[src/mrd_pkg.sv]
// shared constants for the move-based core decoder
package mrd_pkg;
    localparam int INSTR_W = 16;
    localparam int DATA_W = 16;
    localparam int ACC_W = 8;
    localparam int STACK_DEPTH = 4;
    localparam int SP_W = 2;
    localparam logic [SP_W-1:0] SP_RESET = 2'h3;
    localparam int NUM_DP = 3;
    // instruction fields
    localparam int FMT_BIT = 15;
    localparam int SRC_MOD_LO = 0;
    localparam int SRC_IDX_LO = 4;
    localparam int DST_MOD_LO = 8;
    localparam int DST_SUB_LO = 12;
    localparam int DST_IDX_W = 5;
    // prefix bits that extend the destination index
    localparam int PFX_DST_LO = 0;
    localparam int PFX_DST_W = 2;
    // register modules
    localparam logic [3:0] MOD_MEM = 4'h0;
    localparam logic [3:0] MOD_ALU = 4'h1;
    localparam logic [3:0] MOD_ACC = 4'h9;
    localparam logic [3:0] MOD_PFX = 4'hb;
    localparam logic [3:0] MOD_IP = 4'hc;
    localparam logic [3:0] MOD_SP = 4'hd;
    localparam logic [3:0] MOD_DPC = 4'he;
    localparam logic [3:0] MOD_DP = 4'hf;
    // indices inside modules
    localparam logic [4:0] IDX_IP_JUMP = 5'h00;
    localparam logic [4:0] IDX_IP_CALL = 5'h01;
    localparam logic [4:0] IDX_IP_RET = 5'h02;
    localparam logic [4:0] IDX_STK_DATA = 5'h00;
    localparam logic [4:0] IDX_SP = 5'h01;
    localparam logic [4:0] IDX_DPC = 5'h04;
    localparam logic [4:0] IDX_DP_STEP = 5'h04;
    localparam logic [4:0] IDX_DP_BASE = 5'h03;
    // alu operations, selected by destination index
    localparam logic [4:0] ALU_ADD = 5'h00;
    localparam logic [4:0] ALU_SUB = 5'h01;
    localparam logic [4:0] ALU_AND = 5'h02;
    localparam logic [4:0] ALU_OR = 5'h03;
    localparam logic [4:0] ALU_XOR = 5'h04;
    // data pointer mode bits, three per pointer
    localparam int DPM_W = 3;
    localparam int DPM_EN = 0;
    localparam int DPM_DEC = 1;
    localparam int DPM_PRE = 2;
    // memory map, word/byte counts
    localparam logic [15:0] ROM_BASE = 16'h8000;
    localparam logic [15:0] ROM_WORDS = 16'h0800;
    localparam logic [15:0] PROG_BASE = 16'h0000;
    localparam logic [15:0] PROG_WORDS = 16'h0400;
    localparam logic [15:0] SRAM_BASE = 16'h0000;
    localparam logic [15:0] SRAM_BYTES = 16'h0040;
    localparam logic [15:0] DEE_BASE = 16'h0040;
    localparam logic [15:0] DEE_BYTES = 16'h0080;
    localparam logic [15:0] DCODE_BASE = 16'ha000;
    localparam logic [15:0] PDATA_BASE = 16'h8000;
    typedef enum logic [1:0] {MAP_HARVARD, MAP_UNIFIED, MAP_CODE_AS_DATA}
        mrd_map_t;
    typedef enum logic [1:0] {REG_NONE, REG_ROM, REG_PROG, REG_DATA}
        mrd_region_t;
endpackage

[src/mrd_stack.sv]
// four-entry hardware return and data stack
module mrd_stack #(
    parameter int DEPTH = mrd_pkg::STACK_DEPTH
) (
    input wire logic ref_clk,
    input wire logic reset,
    input wire logic push,
    input wire logic pop,
    input wire logic [mrd_pkg::DATA_W-1:0] push_data,
    output logic [mrd_pkg::DATA_W-1:0] top_data,
    output logic [mrd_pkg::SP_W-1:0] sp
);
    import mrd_pkg::*;
    logic [DATA_W-1:0] mem [DEPTH];
    logic [SP_W-1:0] sp_r;
    wire [SP_W-1:0] sp_inc = sp_r + 1'b1;
    wire [SP_W-1:0] sp_dec = sp_r - 1'b1;

    assign top_data = mem[sp_r];
    assign sp = sp_r;

    always_ff @(posedge ref_clk) begin
        if (reset) begin
            sp_r <= SP_RESET;
        end else if (push && pop) begin
            mem[sp_r] <= push_data; // pop then push replaces the top
        end else if (push) begin
            sp_r <= sp_inc;
            mem[sp_inc] <= push_data;
        end else if (pop) begin
            sp_r <= sp_dec;
        end
    end

    // checked one edge after a sampled reset, so the very first edge is safe
    AST_STACK_RESET: assert property (@(posedge ref_clk)
        reset |=> sp_r == SP_RESET)
        else $error("stack pointer not at top after reset");
    AST_STACK_LIFO: assert property (@(posedge ref_clk)
        disable iff (reset)
        push && !pop ##1 pop && !push |-> top_data == $past(push_data))
        else $error("pop did not return last pushed word");
endmodule

[src/mrd_data_ptr.sv]
// one auto-stepping data pointer
module mrd_data_ptr (
    input wire logic ref_clk,
    input wire logic reset,
    input wire logic load,
    input wire logic [mrd_pkg::DATA_W-1:0] load_val,
    input wire logic access,
    input wire logic [mrd_pkg::DPM_W-1:0] mode,
    output logic [mrd_pkg::DATA_W-1:0] eff_addr,
    output logic [mrd_pkg::DATA_W-1:0] ptr
);
    import mrd_pkg::*;
    logic [DATA_W-1:0] ptr_r;
    wire [DATA_W-1:0] adj = mode[DPM_DEC] ? ptr_r - 1'b1 : ptr_r + 1'b1;
    wire [DATA_W-1:0] stepped = mode[DPM_EN] ? adj : ptr_r;

    // pre mode uses the stepped value for this very access
    assign eff_addr = mode[DPM_PRE] ? stepped : ptr_r;
    assign ptr = ptr_r;

    always_ff @(posedge ref_clk) begin
        if (reset) begin
            ptr_r <= '0;
        end else if (load) begin
            ptr_r <= load_val; // an explicit load beats the step
        end else if (access) begin
            ptr_r <= stepped;
        end
    end

    AST_DP_STEP: assert property (@(posedge ref_clk)
        disable iff (reset)
        access && !load && mode[DPM_EN] |=>
        ptr_r == ($past(mode[DPM_DEC]) ? $past(ptr_r) - 16'h0001
                                         : $past(ptr_r) + 16'h0001))
        else $error("data pointer did not step after access");
endmodule

[src/mrd_core_decoder.sv]
// fetch, decode and transport-triggered execute for the move core
module mrd_core_decoder (
    input wire logic ref_clk,
    input wire logic reset,
    input wire mrd_pkg::mrd_map_t map_mode,
    input wire logic [mrd_pkg::INSTR_W-1:0] instr_in,
    output logic [mrd_pkg::DATA_W-1:0] fetch_addr,
    output mrd_pkg::mrd_region_t fetch_region,
    output logic [mrd_pkg::DATA_W-1:0] dmem_addr,
    output mrd_pkg::mrd_region_t dmem_region,
    output logic dmem_rd,
    input wire logic [mrd_pkg::DATA_W-1:0] dmem_rdata,
    output logic dmem_we,
    output logic [mrd_pkg::DATA_W-1:0] dmem_waddr,
    output logic [mrd_pkg::DATA_W-1:0] dmem_wdata,
    output logic ext_rd,
    output logic [3:0] ext_rd_module,
    output logic [3:0] ext_rd_index,
    input wire logic [mrd_pkg::DATA_W-1:0] ext_rd_data,
    output logic ext_wr,
    output logic [3:0] ext_wr_module,
    output logic [mrd_pkg::DST_IDX_W-1:0] ext_wr_index,
    output logic [mrd_pkg::DATA_W-1:0] ext_wr_data,
    output logic [mrd_pkg::ACC_W-1:0] acc,
    output logic [mrd_pkg::SP_W-1:0] stack_level
);
    import mrd_pkg::*;

    function automatic logic in_range(input logic [15:0] a,
                                      input logic [15:0] base,
                                      input logic [15:0] size);
        logic [16:0] top;
        top = {1'b0, base} + {1'b0, size};
        in_range = (a >= base) && ({1'b0, a} < top);
    endfunction

    // architectural state
    logic [DATA_W-1:0] ip_r, ip_nxt;
    logic [ACC_W-1:0] acc_r, acc_nxt;
    logic [PFX_DST_W-1:0] destination_prefix_register_r;
    logic [NUM_DP*DPM_W-1:0] dpc_r;
    logic ext_wr_r;
    logic [3:0] ext_wr_module_r;
    logic [DST_IDX_W-1:0] ext_wr_index_r;
    logic [DATA_W-1:0] ext_wr_data_r;
    logic dmem_we_r;
    logic [DATA_W-1:0] dmem_waddr_r, dmem_wdata_r;

    // field decode; every instruction is one word, no length decode
    wire src_is_reg = instr_in[FMT_BIT];
    wire [7:0] src_field = instr_in[7:0];
    wire [3:0] src_mod = src_field[SRC_MOD_LO +: 4];
    wire [3:0] src_idx = src_field[SRC_IDX_LO +: 4];
    wire [3:0] dst_mod = instr_in[DST_MOD_LO +: 4];
    wire [2:0] dst_sub = instr_in[DST_SUB_LO +: 3];
    // upper index bits come from the prefix loaded just before
    wire [DST_IDX_W-1:0] dst_idx =
        {destination_prefix_register_r, dst_sub};

    // destination decode
    wire wr_mem = dst_mod == MOD_MEM;
    wire wr_alu = dst_mod == MOD_ALU;
    wire wr_acc = dst_mod == MOD_ACC;
    wire wr_pfx = dst_mod == MOD_PFX;
    wire wr_ip = dst_mod == MOD_IP;
    wire wr_sp = dst_mod == MOD_SP;
    wire wr_dpc = dst_mod == MOD_DPC && dst_idx == IDX_DPC;
    wire wr_dp = dst_mod == MOD_DP;
    wire is_jump = wr_ip && dst_idx == IDX_IP_JUMP;
    wire is_call = wr_ip && dst_idx == IDX_IP_CALL;
    wire is_ret = wr_ip && dst_idx == IDX_IP_RET;
    wire is_push = wr_sp && dst_idx == IDX_STK_DATA;
    wire wr_internal = wr_mem | wr_alu | wr_acc | wr_pfx | wr_ip | wr_sp
                     | wr_dpc | wr_dp;

    // source decode; only register sources trigger read side effects
    wire rd_mem = src_is_reg && src_mod == MOD_MEM;
    wire rd_stack = src_is_reg && src_mod == MOD_SP
                    && src_idx == IDX_STK_DATA[3:0];
    wire rd_sp = src_is_reg && src_mod == MOD_SP && src_idx == IDX_SP[3:0];
    wire rd_acc = src_is_reg && src_mod == MOD_ACC;
    wire rd_ip = src_is_reg && src_mod == MOD_IP;
    wire rd_dp = src_is_reg && src_mod == MOD_DP;
    wire rd_dpc = src_is_reg && src_mod == MOD_DPC
                  && src_idx == IDX_DPC[3:0];
    wire rd_internal = rd_mem | rd_stack | rd_sp | rd_acc | rd_ip
                     | rd_dp | rd_dpc;

    // stack and data pointers
    wire [DATA_W-1:0] stk_top;
    wire [SP_W-1:0] sp_val;
    wire [DATA_W-1:0] ip_inc = ip_r + 1'b1;
    wire stk_pop = rd_stack | is_ret;
    wire stk_push = is_push | is_call;
    logic [DATA_W-1:0] src_val;
    wire [DATA_W-1:0] stk_wdata = is_call ? ip_inc : src_val;

    mrd_stack u_stack (
        .ref_clk(ref_clk),
        .reset(reset),
        .push(stk_push),
        .pop(stk_pop),
        .push_data(stk_wdata),
        .top_data(stk_top),
        .sp(sp_val)
    );

    // pointer k sits at index base + 4k; memory access k at index k
    wire [DATA_W-1:0] dp_eff [NUM_DP];
    wire [DATA_W-1:0] dp_val [NUM_DP];
    wire [1:0] mem_sel_rd = src_idx[1:0];
    wire [1:0] mem_sel_wr = dst_idx[1:0];
    for (genvar k = 0; k < NUM_DP; k++) begin : g_dp
        localparam logic [4:0] DP_IDX = 5'(IDX_DP_BASE + k * IDX_DP_STEP);
        wire dp_load = wr_dp && dst_idx == DP_IDX;
        wire dp_acc = (rd_mem && mem_sel_rd == 2'(k))
                    || (wr_mem && mem_sel_wr == 2'(k));
        mrd_data_ptr u_dp (
            .ref_clk(ref_clk),
            .reset(reset),
            .load(dp_load),
            .load_val(src_val),
            .access(dp_acc),
            .mode(dpc_r[k*DPM_W +: DPM_W]),
            .eff_addr(dp_eff[k]),
            .ptr(dp_val[k])
        );
    end

    // one pointer serves a memory move, the read side picks first
    wire [1:0] mem_sel = rd_mem ? mem_sel_rd : mem_sel_wr;
    wire mem_sel_ok = 32'(mem_sel) < NUM_DP;
    wire [DATA_W-1:0] mem_addr = mem_sel_ok ? dp_eff[mem_sel] : '0;
    wire [1:0] dp_rd_sel = src_idx[3:2];
    wire [DATA_W-1:0] dp_rd_val =
        32'(dp_rd_sel) < NUM_DP ? dp_val[dp_rd_sel] : '0;

    // source mux
    always_comb begin
        if (!src_is_reg) begin
            src_val = {8'h00, src_field};
        end else if (rd_mem) begin
            src_val = dmem_rdata;
        end else if (rd_stack) begin
            src_val = stk_top;
        end else if (rd_sp) begin
            src_val = {{(DATA_W-SP_W){1'b0}}, sp_val};
        end else if (rd_acc) begin
            src_val = {8'h00, acc_r};
        end else if (rd_ip) begin
            src_val = ip_r;
        end else if (rd_dp) begin
            src_val = dp_rd_val;
        end else if (rd_dpc) begin
            src_val = {{(DATA_W-NUM_DP*DPM_W){1'b0}}, dpc_r};
        end else begin
            src_val = ext_rd_data;
        end
    end

    // alu: accumulator against any source
    always_comb begin
        acc_nxt = acc_r;
        if (wr_acc) begin
            acc_nxt = src_val[ACC_W-1:0];
        end else if (wr_alu) begin
            unique case (dst_idx)
                ALU_ADD: acc_nxt = acc_r + src_val[ACC_W-1:0];
                ALU_SUB: acc_nxt = acc_r - src_val[ACC_W-1:0];
                ALU_AND: acc_nxt = acc_r & src_val[ACC_W-1:0];
                ALU_OR: acc_nxt = acc_r | src_val[ACC_W-1:0];
                ALU_XOR: acc_nxt = acc_r ^ src_val[ACC_W-1:0];
                default: acc_nxt = acc_r;
            endcase
        end
    end

    // next fetch address: one instruction per clock, no pipeline
    always_comb begin
        if (is_jump || is_call) begin
            ip_nxt = src_val;
        end else if (is_ret) begin
            ip_nxt = stk_top;
        end else begin
            ip_nxt = ip_inc;
        end
    end

    // memory mapping
    wire code_as_data = map_mode == MAP_CODE_AS_DATA;
    wire unified = map_mode == MAP_UNIFIED;
    assign fetch_region =
        in_range(ip_r, ROM_BASE, ROM_WORDS) ? REG_ROM :
        in_range(ip_r, PROG_BASE, PROG_WORDS) ? REG_PROG :
        unified && in_range(ip_r, DCODE_BASE, DEE_BYTES + SRAM_BYTES)
            ? REG_DATA : REG_NONE;
    assign dmem_region =
        in_range(mem_addr, SRAM_BASE, SRAM_BYTES + DEE_BYTES)
            ? REG_DATA :
        code_as_data && in_range(mem_addr, PDATA_BASE, PROG_WORDS)
            ? REG_PROG : REG_NONE;
    assign fetch_addr = ip_r;
    assign dmem_addr = mem_addr;
    assign dmem_rd = rd_mem;

    // register-module access to modules outside the core
    assign ext_rd = src_is_reg && !rd_internal;
    assign ext_rd_module = src_mod;
    assign ext_rd_index = src_idx;
    assign ext_wr = ext_wr_r;
    assign ext_wr_module = ext_wr_module_r;
    assign ext_wr_index = ext_wr_index_r;
    assign ext_wr_data = ext_wr_data_r;
    assign dmem_we = dmem_we_r;
    assign dmem_waddr = dmem_waddr_r;
    assign dmem_wdata = dmem_wdata_r;
    assign acc = acc_r;
    assign stack_level = sp_val;

    always_ff @(posedge ref_clk) begin
        if (reset) begin
            ip_r <= PROG_BASE;
            acc_r <= '0;
            dpc_r <= '0;
        end else begin
            ip_r <= ip_nxt;
            acc_r <= acc_nxt;
            if (wr_dpc) begin
                dpc_r <= src_val[NUM_DP*DPM_W-1:0];
            end
        end
    end

    // prefix holds for exactly one following instruction
    always_ff @(posedge ref_clk) begin
        if (reset) begin
            destination_prefix_register_r <= '0;
        end else if (wr_pfx) begin
            destination_prefix_register_r <=
                src_val[PFX_DST_LO +: PFX_DST_W];
        end else begin
            destination_prefix_register_r <= '0;
        end
    end

    // writes leave registered so modules see stable data; reads stay live
    always_ff @(posedge ref_clk) begin
        if (reset) begin
            ext_wr_r <= 1'b0;
            dmem_we_r <= 1'b0;
        end else begin
            ext_wr_r <= !wr_internal;
            dmem_we_r <= wr_mem;
        end
        ext_wr_module_r <= dst_mod;
        ext_wr_index_r <= dst_idx;
        ext_wr_data_r <= src_val;
        dmem_waddr_r <= mem_addr;
        dmem_wdata_r <= src_val;
    end

    AST_SINGLE_CYCLE: assert property (@(posedge ref_clk)
        disable iff (reset)
        !reset && !is_jump && !is_call && !is_ret |=> ip_r == $past(ip_inc))
        else $error("fetch address did not advance by one");
    AST_JUMP_TARGET: assert property (@(posedge ref_clk)
        disable iff (reset)
        is_call |=> ip_r == $past(src_val) && stk_top == $past(ip_inc))
        else $error("call did not jump or save return address");
    AST_IMM_LOAD: assert property (@(posedge ref_clk)
        disable iff (reset)
        wr_acc && !instr_in[FMT_BIT] |=> acc_r == $past(instr_in[7:0]))
        else $error("immediate source not loaded into accumulator");
    AST_ALU_ADD: assert property (@(posedge ref_clk)
        disable iff (reset)
        wr_alu && dst_idx == ALU_ADD
        |=> acc_r == 8'($past(acc_r) + $past(src_val[ACC_W-1:0])))
        else $error("alu add result wrong");
    AST_PFX_DEST: assert property (@(posedge ref_clk)
        disable iff (reset)
        wr_pfx ##1 (!wr_internal && !wr_pfx) |=>
        ext_wr && ext_wr_index[DST_IDX_W-1 -: PFX_DST_W]
            == $past(src_val[PFX_DST_LO +: PFX_DST_W], 2))
        else $error("prefix bits missing from destination index");
    AST_PFX_CLEAR: assert property (@(posedge ref_clk)
        disable iff (reset)
        wr_pfx ##1 !wr_pfx |=> destination_prefix_register_r == '0)
        else $error("prefix outlived the next instruction");
    AST_PFX_COST: assert property (@(posedge ref_clk)
        disable iff (reset)
        wr_pfx ##1 (!is_jump && !is_call && !is_ret)
        |=> ip_r == $past(ip_r, 2) + 16'h0002)
        else $error("prefix did not cost exactly one cycle");
    AST_HARVARD: assert property (@(posedge ref_clk)
        disable iff (reset)
        map_mode == MAP_HARVARD |-> fetch_region != REG_DATA
            && dmem_region != REG_PROG)
        else $error("spaces mixed in separate mapping mode");
endmodule

[config.mk]
export PLATFORM = sky130hd
export DESIGN_NAME = mrd_core_decoder
export DESIGN_NICKNAME = d
export VERILOG_FILES = /design/src/mrd_pkg.sv /design/src/mrd_stack.sv /design/src/mrd_data_ptr.sv /design/src/mrd_core_decoder.sv
export SDC_FILE = /design/constraint.sdc
export NUM_CORES = 1
export LEC_CHECK = 0
export BUFFER_PORTS_ARGS = -buffer_cell sky130_fd_sc_hd__buf_2
export CORE_UTILIZATION = 30
export DETAILED_ROUTE_END_ITERATION = 7
export PLACE_DENSITY = 0.45
export SLEW_MARGIN = 10
export SYNTH_ARGS = -nofsm -noshare
export SYNTH_HDL_FRONTEND = slang
export SYNTH_SLANG_ARGS = --single-unit
[constraint.sdc]
create_clock -name ref_clk -period 10.6 [get_ports ref_clk]
set_input_delay 1.06 -clock ref_clk [delete_from_list [all_inputs] [get_ports ref_clk]]
set_output_delay 1.06 -clock ref_clk [all_outputs]
set_load 0.03 [all_outputs]
# Word level (Yosys, flattened, before mapping)

Memories as Yosys holds them, arrays and structs flattened. A register that Yosys moved wholly into a read port is not among the register bits.
Index checks and enable logic that the tools add are counted.

Add/subtract/negate cells: 11
$lt $le $gt $ge: 14
Equality and inequality tests: 26
Muxes and demuxes: 57
Bitwise operators: 22
Reduce and logical (&&, ||, !) cells: 54

Operator list:

| kind                                                                | number |
|---|---|
| two-way mux 16 bit                                                  | 33 |
| adder 16 x 1 -> 16 bit (second input constant)                      | 4 |
| binary-select mux 16 bit (select 2 bit)                             | 2 |
| greater-or-equal comparator 16 bit (second input constant)          | 3 |
| < comparator 16 bit (second input constant)                         | 3 |
| subtractor 16 x 1 -> 16 bit (second input constant)                 | 3 |
| == test 4 bit (second input constant)                               | 11 |
| case mux 8 bit (5 select lines)                                     | 1 |
| greater-or-equal comparator 16 x 1 -> 1 bit (second input constant) | 2 |
| logical AND 1 bit                                                   | 32 |
| two-way mux 2 bit                                                   | 11 |
| < comparator 16 x 11 -> 1 bit (second input constant)               | 1 |
| < comparator 16 x 8 -> 1 bit (second input constant)                | 1 |
| two-way mux 8 bit                                                   | 2 |
| OR reduction 16 bit                                                 | 1 |
| OR 1 bit                                                            | 15 |
| zero test 4 bit                                                     | 3 |
| == test 5 x 2 -> 1 bit (second input constant)                      | 2 |
| == test 5 x 3 -> 1 bit (second input constant)                      | 2 |
| nonzero test 2 bit                                                  | 5 |
| adder 8 bit                                                         | 1 |
| AND 8 bit                                                           | 1 |
| == test 4 x 1 -> 1 bit (second input constant)                      | 2 |
| two-way mux 1 bit                                                   | 8 |
| 21 further kinds                                                    | 35 |

Register bits after elaboration: 128
Bits in writable memories: 64
Bits of input ports: 52
Output and inout bits: 115
Logic and storage cells: 199
Memories kept: 1

Memories:

| memory      | depth | width | read ports | clocked after Yosys merged registers in | wr ports | RTL line        | source |
|---|---|---|---|---|---|---|---|
| u_stack.mem | 4     | 16    | 1          | 1                                       | 1        | mrd_stack.sv:14 | `logic [DATA_W-1:0] mem [DEPTH];` |

# Longest topological paths before layout

Gate-level depths: netlist of run 1.

Depth after elaboration: 16
Depth in mapped cells: 23

# By module

A second synthesis of run 1 with hierarchy kept.

Cell total of the unflattened synthesis: 1556
Area, all modules: 13501.7 um2

By module, submodules not included:

| module           | instances | cells each | area each (um2) | sequential area each (um2) |
|---|---|---|---|---|
| mrd_core_decoder | 1         | 789        | 6013.3          | 1561.5 |
| mrd_data_ptr     | 3         | 219        | 1637.8          | 320.3 |
| mrd_stack        | 1         | 110        | 2575.0          | 2001.9 |

# Least setup slack after synthesis of run 1

OpenSTA, ideal clock, no wires.

Path type: register -> output
Start: register dpc_r[1]
End: output dmem_region[1]
Arrival time: 4.391 ns
Required time: 9.540 ns
Slack: 5.149 ns
Cell stages (with the launch flop): 12
Buffers on the path: 0
Cell sequence: dfxtp_1 > ha_1 > a21o_1 > a2bb2oi_1 > a21oi_1 > o21a_1 > o41ai_1 > mux2i_1 > xor2_1 > o221ai_1 > or4b_2 > a21oi_1

Cells in the longest elaborated chain, start to end: 12
Elaborated cells between the ends (all ways): 16

Ends and longest elaborated chain:

| element                                                                   | RTL line                | source |
|---|---|---|
| start: declaration                                                        | mrd_core_decoder.sv:41  | `logic [NUM_DP*DPM_W-1:0] dpc_r;` |
| start signal: assignment                                                  | mrd_core_decoder.sv:229 | `dpc_r <= src_val[NUM_DP*DPM_W-1:0];` |
| two-way mux 16 bit (*)                                                    | mrd_data_ptr.sv:14      | `wire [DATA_W-1:0] adj = mode[DPM_DEC] ? ptr_r - 1'b1 : ptr_r + 1'b1;` |
| two-way mux 16 bit (*)                                                    | mrd_data_ptr.sv:15      | `wire [DATA_W-1:0] stepped = mode[DPM_EN] ? adj : ptr_r;` |
| two-way mux 16 bit (*)                                                    | mrd_data_ptr.sv:18      | `assign eff_addr = mode[DPM_PRE] ? stepped : ptr_r;` |
| binary-select mux 16 bit (select 2 bit) (*)                               | mrd_core_decoder.sv:133 | `wire [DATA_W-1:0] mem_addr = mem_sel_ok ? dp_eff[mem_sel] : '0;` |
| two-way mux 16 bit (implied by the code) (*) (2 in series)                | mrd_core_decoder.sv:133 |  |
| two-way mux 16 bit (*)                                                    | mrd_core_decoder.sv:133 |  |
| via dmem_addr (one bit)                                                   | mrd_core_decoder.sv:9   | `output logic [mrd_pkg::DATA_W-1:0] dmem_addr,` |
| greater-or-equal comparator 16 bit or < comparator 16 bit (tied branches) | mrd_core_decoder.sv:34  | `in_range = (a >= base) && ({1'b0, a} < top);` |
| logical AND 1 bit                                                         | mrd_core_decoder.sv:34  |  |
| logical AND 1 bit                                                         | mrd_core_decoder.sv:200 | `code_as_data && in_range(mem_addr, PDATA_BASE, PROG_WORDS)` |
| two-way mux 2 bit                                                         | mrd_core_decoder.sv:201 | `? REG_PROG : REG_NONE;` |
| two-way mux 2 bit (*)                                                     | mrd_core_decoder.sv:199 | `? REG_DATA :` |
| end: declaration                                                          | mrd_core_decoder.sv:10  | `output mrd_pkg::mrd_region_t dmem_region,` |

The timed path passes the listed nets; every way through them passes the cells marked *. The select of a mux whose other input is x is not followed.

# Worst setup path after layout of run 1

Start: register dpc_r[1]
End: output dmem_region[1]

Cells in the longest elaborated chain, start to end: 12
Elaborated cells between the ends (all ways): 16

Ends and longest elaborated chain:

| element                                                                   | RTL line |
|---|---|
| two-way mux 16 bit (*)                                                    | mrd_data_ptr.sv:14 |
| two-way mux 16 bit (*)                                                    | mrd_data_ptr.sv:15 |
| two-way mux 16 bit (*)                                                    | mrd_data_ptr.sv:18 |
| binary-select mux 16 bit (select 2 bit) (*)                               | mrd_core_decoder.sv:133 |
| two-way mux 16 bit (implied by the code) (*) (2 in series)                | mrd_core_decoder.sv:133 |
| two-way mux 16 bit (*)                                                    | mrd_core_decoder.sv:133 |
| greater-or-equal comparator 16 bit or < comparator 16 bit (tied branches) | mrd_core_decoder.sv:34 |
| logical AND 1 bit                                                         | mrd_core_decoder.sv:34 |
| logical AND 1 bit                                                         | mrd_core_decoder.sv:200 |
| two-way mux 2 bit                                                         | mrd_core_decoder.sv:201 |
| two-way mux 2 bit (*)                                                     | mrd_core_decoder.sv:199 |

Mark *: on every way between the ends. The rest lies on a longest branch, timed or not. The select of a mux whose other input is x is not followed.

==> results.py, run 1 <==
metrics = {
    "status": {
        "status": "completed",
    },
    "global_route": {
        "gr-total-overflow": 0,
        "grt_max_degree": 70,
        "track_usage_pct": 23.18,
        "grt_pass1_vias": 11692,
        "grt_first_pass_wirelength_um": 76310,
        "antenna_found_initial": 1,
    },
    "critical_path": {
        "critPathRequiredTime_ns": 9.54,
        "crit_family": "compound AO/OA/AOI/OAI gates",
        "path_cells": "ha_1 > a21o_1 > a2bb2oi_1 > a21oi_1 > o21a_1 > o41ai_1 > mux2i_1 > xor2_1 > o221ai_1 > or4b_2 > a21oi_1 > buf_2",
        "r2r_slack_ns": 5.56,
        "arrival_ns": 5.26,
        "cpMostUsedCell": "a21oi_1",
        "crit_path_start": "dpc_r[1]$_SDFFE_PP0P_",
        "worstSetupPathType": "reg -> out",
        "slowest_delay_ns": 0.95,
        "cp_max_fo": 20,
        "cp-end-kind": "output port",
        "cp_num_buf_inv": 1,
        "worstSetupStartpointType": "register",
        "rr_endpoint": "acc[7]$_SDFFE_PP0P_",
        "slowest_stage": "dfxtp_1",
        "rr_worst_depth": 19,
    },
    "power_and_ir_drop": {
        "power_frac_comb_pct": 15.7,
        "power_density_nw_per_um2": 118.7,
        "p_seq_share_pct": 44.5,
        "pwr-share-clk_pct": 39.7,
        "power.internal_mw": 1.197,
        "p_sw_share_pct": 32.91,
        "p_sw_uw": 587.1,
        "ir_worst_vdd_v": 0.0001073,
        "power.leakage_nw": 6.099,
    },
    "logic_synthesis": {
        "yosysSeqAreaShare_pct": 34.31,
        "synthCells": 1529,
        "synth_edf_count": 64,
        "synth_top_flop_cell": "dfxtp_1",
        "synth.cell_area_um2": 13190,
        "async_flop_share_pct": 0,
        "ys.warnings.count": 0,
        "ys_ff_latch": 194,
        "synth_area_per_cell_um2": 8.624,
        "synthDistinctLibCells": 84,
        "syn-num-nets": 1654,
    },
    "timing": {
        "slew_violations": 0,
        "layout_setup_ws_ns": 4.277,
        "tns_ns": 0,
        "fin_crit_sh_pct": 59.65,
        "fin_skew_ns": 0.01420,
        "worst_pin_slew_ns": 1.043,
        "slew_headroom_pct": 30.47,
        "fmax_mhz": 158.1,
        "rsz0062_at_grt": "false",
        "setup_violations": 0,
        "min_period_ns": 6.323,
        "hold_viol": 0,
    },
    "drt": {
        "wl_per_cell_um": 23.05,
        "met1Wirelength_um": 23380,
        "drt-vias-per-instance": 5.524,
        "drt_iter0_drc": 900,
        "wirelength_um": 51110,
        "vias": 12247,
        "drc": 0,
        "wl_met3_um": 2231,
        "firstDrtPassIters": 5,
        "ant_nets": 0,
        "highest_layer": "met5",
        "wl_met2_um": 23860,
    },
    "cts": {
        "clk_pin_slew_ns": 0.08,
        "cts_max_level": 4,
        "postCtsSetupBuffers": 0,
        "clock_latency_ns": 0.50,
        "cts-root-buf": "clkbuf_16",
        "cts_tree": "built",
        "clock_path_buffers": 2,
        "cts_resized": 0,
        "clock-sinks": 194,
        "postCtsHoldBufs": 0,
        "cts_buffers": 17,
    },
    "job": {
        "drv_cap": 0,
    },
    "floorplan": {
        "fp.coreArea_um2": 43170,
        "chipWidth_um": 211.7,
        "die_h_um": 211.7,
        "ios": 167,
        "die_area_um2": 44800,
        "start_util_pct": 30.54,
        "floorplan.rows": 76,
    },
    "place": {
        "dpl_worst_slack_ns": 4.566,
        "place_congestion": 0.9003,
        "dp_hpwl_um": 38400,
        "dp.cells": 2185,
        "port_buffers": 166,
    },
    "min_path": {
        "min_to": "ext_wr_index[4]$_DFF_P_",
        "hold_depth": 0,
        "hold_start": "destination_prefix_register_r[1]$_SDFF_PP0_",
        "hold_class": "reg -> reg",
    },
    "cells_and_area": {
        "fillerInstances": 4544,
        "fin_util_pct": 34.81,
        "drive_gt1_share_pct": 16.79,
        "area_growth_pct": 13.96,
        "final_common_cell": "nor2_1",
        "layout.nets": 1744,
        "layout_common_cells": "nor2_1 (189), buf_2 (166), a21oi_1 (137)",
        "final_cells": 2217,
        "antennaDiodeCount": 0,
    },
}
metal layers:
metal | track usage, % | up-vias
met2 | 37.08 | 393
met4 | 9.695 | 2
met5 | 0 | -
li1 | - | 5819
met1 | 31.25 | 5959
met3 | 3.160 | 74
cells in the mapped netlist, types with 10 or more instances:
master | instances | share of area [%]
nor2_1 | 189 | 5.4
a21oi_1 | 137 | 5.2
nand2_1 | 135 | 3.8
dfxtp_1 | 130 | 20
o21ai_0 | 98 | 3.7
clkbuf_1 | 69 | 2.0
ha_1 | 69 | 6.5
edfxtp_1 | 64 | 15
mux2i_1 | 61 | 4.6
a211oi_1 | 57 | 3.2
xnor2_1 | 49 | 3.3
inv_1 | 40 | 1.1
xor2_1 | 26 | 1.7
buf_4 | 25 | 1.4
nand3_1 | 24 | 0.91
nor3_1 | 24 | 0.91
a21o_1 | 22 | 1.3
o22ai_1 | 19 | 0.90
mux4_2 | 16 | 2.7
o211ai_1 | 13 | 0.74
and3_1 | 12 | 0.57
buf_2 | 12 | 0.46
nor2b_1 | 11 | 0.52
a22oi_1 | 10 | 0.57
power by group through the flow:
| stage | clock network, mW | logic (mW) | registers [mW] |
|---|---|---|---|
| global route | 0.752 | 0.302 | 0.796 |
| detailed placement | 0 | 0.279 | 0.812 |
| floorplan | 0 | 0.169 | 0.830 |
| finish | 0.709 | 0.281 | 0.794 |
| CTS | 0.732 | 0.281 | 0.794 |
| global placement | 0 | 0.279 | 0.812 |
cell type report:
class	count	area [um2]	share of cell area, %
tap	585	732.0	4.871
multi-input combinational	1180	8023	53.39
timing repair buffer	184	965.9	6.428
clock inverter	15	198.9	1.324
clock buffer	17	425.4	2.831
sequential	194	4524	30.11
inverter	42	157.7	1.049
logic make-up after synthesis:
kind of cell    after synthesis  synth area share, %
compound gates              479                23.54
xor+xnor                     75                4.981
fa+ha+maj                    73                7.154
buf+inv                     155                5.352
flops                       194                34.31
mux                          87                8.331
simple gates                466                16.33
worst register-to-register path, cell delays in order, from the launching register on:
cell and delay (ns):
dfxtp_1 0.86, mux4_2 0.43, mux2_2 0.29, a221oi_1 0.30, o31a_1 0.56, inv_2 0.15
nor3_1 0.36, nor2_1 0.10, xnor2_1 0.14, ha_1 0.32, o21a_1 0.12, o31a_1 0.10
o21ai_0 0.16, nand2b_1 0.11, a21o_1 0.19, a21oi_1 0.16, xnor2_1 0.16, xnor2_1 0.13
o21ai_0 0.10, a32o_1 0.22
how the worst max path moves through the flow:
stage                                      to  slack [ns]  cells after the start
final                          dmem_region[1]        4.28                     12
after global routing           dmem_region[1]        3.98                     12
after detailed placement  acc[7]$_SDFFE_PP0P_        4.57                     19
after floorplan                dmem_region[1]        5.15                     11
after global placement    acc[7]$_SDFFE_PP0P_        4.66                     19
after CTS                      dmem_region[1]        4.27                     12
sequential cells by signal, summed over array words and instances, names as in the netlist, named ones only:
signal	count
u_stack.mem	64
acc	8
destination_prefix_register_r	2
u_stack.sp	2
g_dp.u_dp.ptr	48
ext_wr_module	4
dpc_r	9
dmem_we	1
dmem_waddr	16
ext_wr	1
ext_wr_index	5
fetch_addr	16
dmem_wdata	16
stage by stage:
stage	total power, mW	hold WS [ns]	cell area (um2)
floorplan	0.9995	0.3707	13190
global placement	1.091	0.3809	14400
detailed placement	1.091	0.3860	14400
CTS	1.807	0.3982	15030
global route	1.850	0.4157	15030
finish	1.784	0.3976	15030
Note: power is estimated with default switching activity, not from simulation.
==> run 2: changes to the inputs <==
--- a/config.mk
+++ b/config.mk
@@ -5,6 +5,7 @@
 export SDC_FILE = /design/constraint.sdc
 export NUM_CORES = 1
 export LEC_CHECK = 0
+export ABC_AREA = 1
 export BUFFER_PORTS_ARGS = -buffer_cell sky130_fd_sc_hd__buf_2
 export CORE_UTILIZATION = 30
 export DETAILED_ROUTE_END_ITERATION = 7
==> constraint.sdc (replaced) <==
create_clock -name ref_clk -period 6.3 [get_ports ref_clk]
set_input_delay 0.63 -clock ref_clk [delete_from_list [all_inputs] [get_ports ref_clk]]
set_output_delay 0.63 -clock ref_clk [all_outputs]
set_load 0.03 [all_outputs]
==> run 2 against run 1 <==
Clock-buffer cell count stayed put; register-to-register slack got worse by 4.1 ns; highest routed layer is now met4; non-clock buffer count is 6 higher; routed wire length up 15%; die area up 5.5%; setup slack lost 2.8 ns; sequential share of layout area fell by 1.4 points; sequential power up 70%.
==> results.py, run 2 <==
metrics = {
    "cts": {
        "postCtsSetupBuffers": 0,
        "clock-sinks": 194,
        "cts_buffers": 17,
        "cts_max_level": 4,
        "cts-root-buf": "clkbuf_16",
        "clk_pin_slew_ns": 0.07,
        "cts_resized": 0,
        "clock_latency_ns": 0.50,
        "postCtsHoldBufs": 0,
        "cts_tree": "built",
        "clock_path_buffers": 2,
    },
    "drt": {
        "wl_met2_um": 27070,
        "wl_per_cell_um": 21.60,
        "drc": 0,
        "vias": 14343,
        "drt-vias-per-instance": 5.265,
        "drt_iter0_drc": 1134,
        "met1Wirelength_um": 26670,
        "highest_layer": "met4",
        "wl_met3_um": 2729,
        "ant_nets": 0,
        "wirelength_um": 58850,
        "firstDrtPassIters": 6,
    },
    "power_and_ir_drop": {
        "power.internal_mw": 2.056,
        "p_seq_share_pct": 44.4,
        "ir_worst_vdd_v": 0.0002028,
        "pwr-share-clk_pct": 37.8,
        "power.total_mw": 3.035,
        "power_frac_comb_pct": 17.8,
        "power_density_nw_per_um2": 192.4,
        "power.leakage_nw": 7.126,
        "p_sw_uw": 979.1,
        "p_sw_share_pct": 32.26,
    },
    "logic_synthesis": {
        "synth_area_per_cell_um2": 6.976,
        "synth_area_leaders": "dfxtp_1 (19%), edfxtp_1 (14%), nand2_1 (13%), o21ai_0 (6.7%), a21oi_1 (6.4%)",
        "yosys.area.top_type": "dfxtp_1",
        "synth.cell_area_um2": 13920,
        "synthCells": 1996,
        "syn-num-nets": 2121,
        "synthDistinctLibCells": 63,
        "synth_most_common_cell": "nand2_1",
        "ys_ff_latch": 194,
        "synth_top_flop_cell": "dfxtp_1",
        "synth_edf_count": 64,
        "yosys.area.top_type_share_pct": 18.69,
        "async_flop_share_pct": 0,
        "ys.warnings.count": 0,
        "yosysSeqAreaShare_pct": 32.49,
        "synthTopCellsByCount": "nand2_1 (482), inv_1 (207), o21ai_0 (187)",
    },
    "global_route": {
        "grt_pass1_vias": 13692,
        "gr-total-overflow": 0,
        "grt_max_degree": 57,
        "grt_first_pass_wirelength_um": 86980,
        "antenna_found_initial": 1,
        "track_usage_pct": 25.08,
    },
    "place": {
        "port_buffers": 166,
        "dp_hpwl_um": 46220,
        "placed_cell_area_um2": 15190,
        "place_congestion": 0.9288,
        "dp.cells": 2691,
    },
    "cells_and_area": {
        "final_cells": 2724,
        "drive_gt1_share_pct": 13.38,
        "final_common_cell": "nand2_1",
        "largest_reg_flops": 64,
        "layout_common_cells": "nand2_1 (482), inv_1 (207), o21ai_0 (187)",
        "layout.nets": 2235,
        "final_area_um2": 15770,
        "largest-register": "u_stack.mem",
        "area_growth_pct": 13.26,
    },
    "critical_path": {
        "path_cells": "ha_1 > inv_1 > o21ai_0 > nand2_1 > nand2_1 > nand2_1 > nand3_1 > nor2_1 > o21ai_0 > o21ai_0 > o21ai_0 > nand2_1 > nand2_1 > nand2_1 > nand2_1 > nor2_1 > nand3_1 > nand2_1 > buf_2",
        "rr_worst_depth": 27,
        "cp_max_fo": 17,
        "worstSetupStartpointType": "register",
        "critPathRequiredTime_ns": 5.67,
        "arrival_ns": 4.19,
        "slowest_stage": "dfxtp_1",
        "slowest_delay_ns": 0.87,
        "cp-end-kind": "output port",
        "worstSetupPathType": "reg -> out",
        "cpMostUsedCell": "nand2_1",
    },
    "timing": {
        "tns_ns": 0,
        "slew_headroom_pct": 32.97,
        "fin_crit_sh_pct": 76.47,
        "setup_violations": 0,
        "min_period_ns": 4.817,
        "slew_violations": 0,
        "fin_skew_ns": 0.01473,
        "worst_pin_slew_ns": 1.004,
        "rsz0062_at_grt": "false",
        "fmax_mhz": 207.6,
        "hold_viol": 0,
        "whs_ns": 0.2904,
    },
    "min_path": {
        "hold_depth": 1,
        "hold_class": "in -> reg",
    },
    "floorplan": {
        "start_util_pct": 30.55,
        "chipWidth_um": 217.4,
        "fp.coreArea_um2": 45580,
        "floorplan.rows": 78,
        "die_area_um2": 47280,
        "ios": 167,
        "die_h_um": 217.4,
    },
    "job": {
        "drv_cap": 0,
    },
    "status": {
        "status": "completed",
    },
}
==> run 2: worst max-delay path: cells and delay by family, from the launching register on <==
| kind | cells | cell delay (ns) |
|---|---|---|
| buffers and inverters | 2 | 0.22 |
| adders and majority gates | 1 | 0.34 |
| DFF | 1 | 0.87 |
| AOI/OAI and AO/OA | 4 | 1.27 |
| and+or+nand+nor | 12 | 0.98 |
==> run 2: stage by stage <==
| step | utilization [%] | worst slack, ns |
|---|---|---|
| 3_5_place_dp | 33.32 | 1.244 |
| 3_3_place_gp | 33.32 | 1.365 |
| 6_report | 34.60 | 1.483 |
| 2_1_floorplan | - | 2.383 |
| 4_1_cts | 34.60 | 1.490 |
| 5_1_grt | 34.60 | 1.067 |
==> run 2: area by class of cell <==
cell class	instances	area (um2)
Fill cell	4909	29810
Multi-Input combinational cell	1479	8044
Sequential cell	194	4524
Timing Repair Buffer	190	1011
Inverter	228	855.8
Tap cell	600	750.7
Clock buffer	17	425.4
Clock inverter	15	156.4
Antenna cell	1	2.502
==> run 2: final timing paths <==
kind	from	end	slack, ns
worst min-delay path	instr_in[11]	ext_wr_module[3]$_DFF_P_	0.29
worst max-delay path	dpc_r[1]$_SDFFE_PP0P_	dmem_region[1]	1.48
worst min register to register	destination_prefix_register_r[0]$_SDFF_PP0_	ext_wr_index[3]$_DFF_P_	0.39
worst max register to register	register	acc[7]$_SDFFE_PP0P_	1.49
==> run 2: cell families (layout without fill, tap and decap cells) <==
family                   count (synthesis)  count (layout)  share of synthesized area [%]
AND/OR/NAND/NOR                        829             829                          25.47
AO/OA/AOI/OAI                          529             529                          22.48
buffers and inverters                  323             450                          9.768
flip-flops                             194             194                          32.49
adder cells (fa/ha/maj)                 73              73                          6.776
XOR/XNOR                                48              48                          3.019
other                                    0               1                              0
==> run 2: metal layers <==
metal / global-route usage (%) / vias up
li1: - / 6971
met1: 32.83 / 6818
met2: 40.71 / 460
met3: 3.305 / 94
met4: 11.76 / 0
met5: 0 / -
==> run 2: power groups by stage <==
stage | Sequential [mW] | Clock [mW] | Combinational, mW
after floorplan | 1.42 | 0 | 0.309
after global placement | 1.38 | 0 | 0.537
after detailed placement | 1.38 | 0 | 0.539
after CTS | 1.35 | 1.17 | 0.541
after global routing | 1.35 | 1.22 | 0.583
final | 1.35 | 1.15 | 0.541
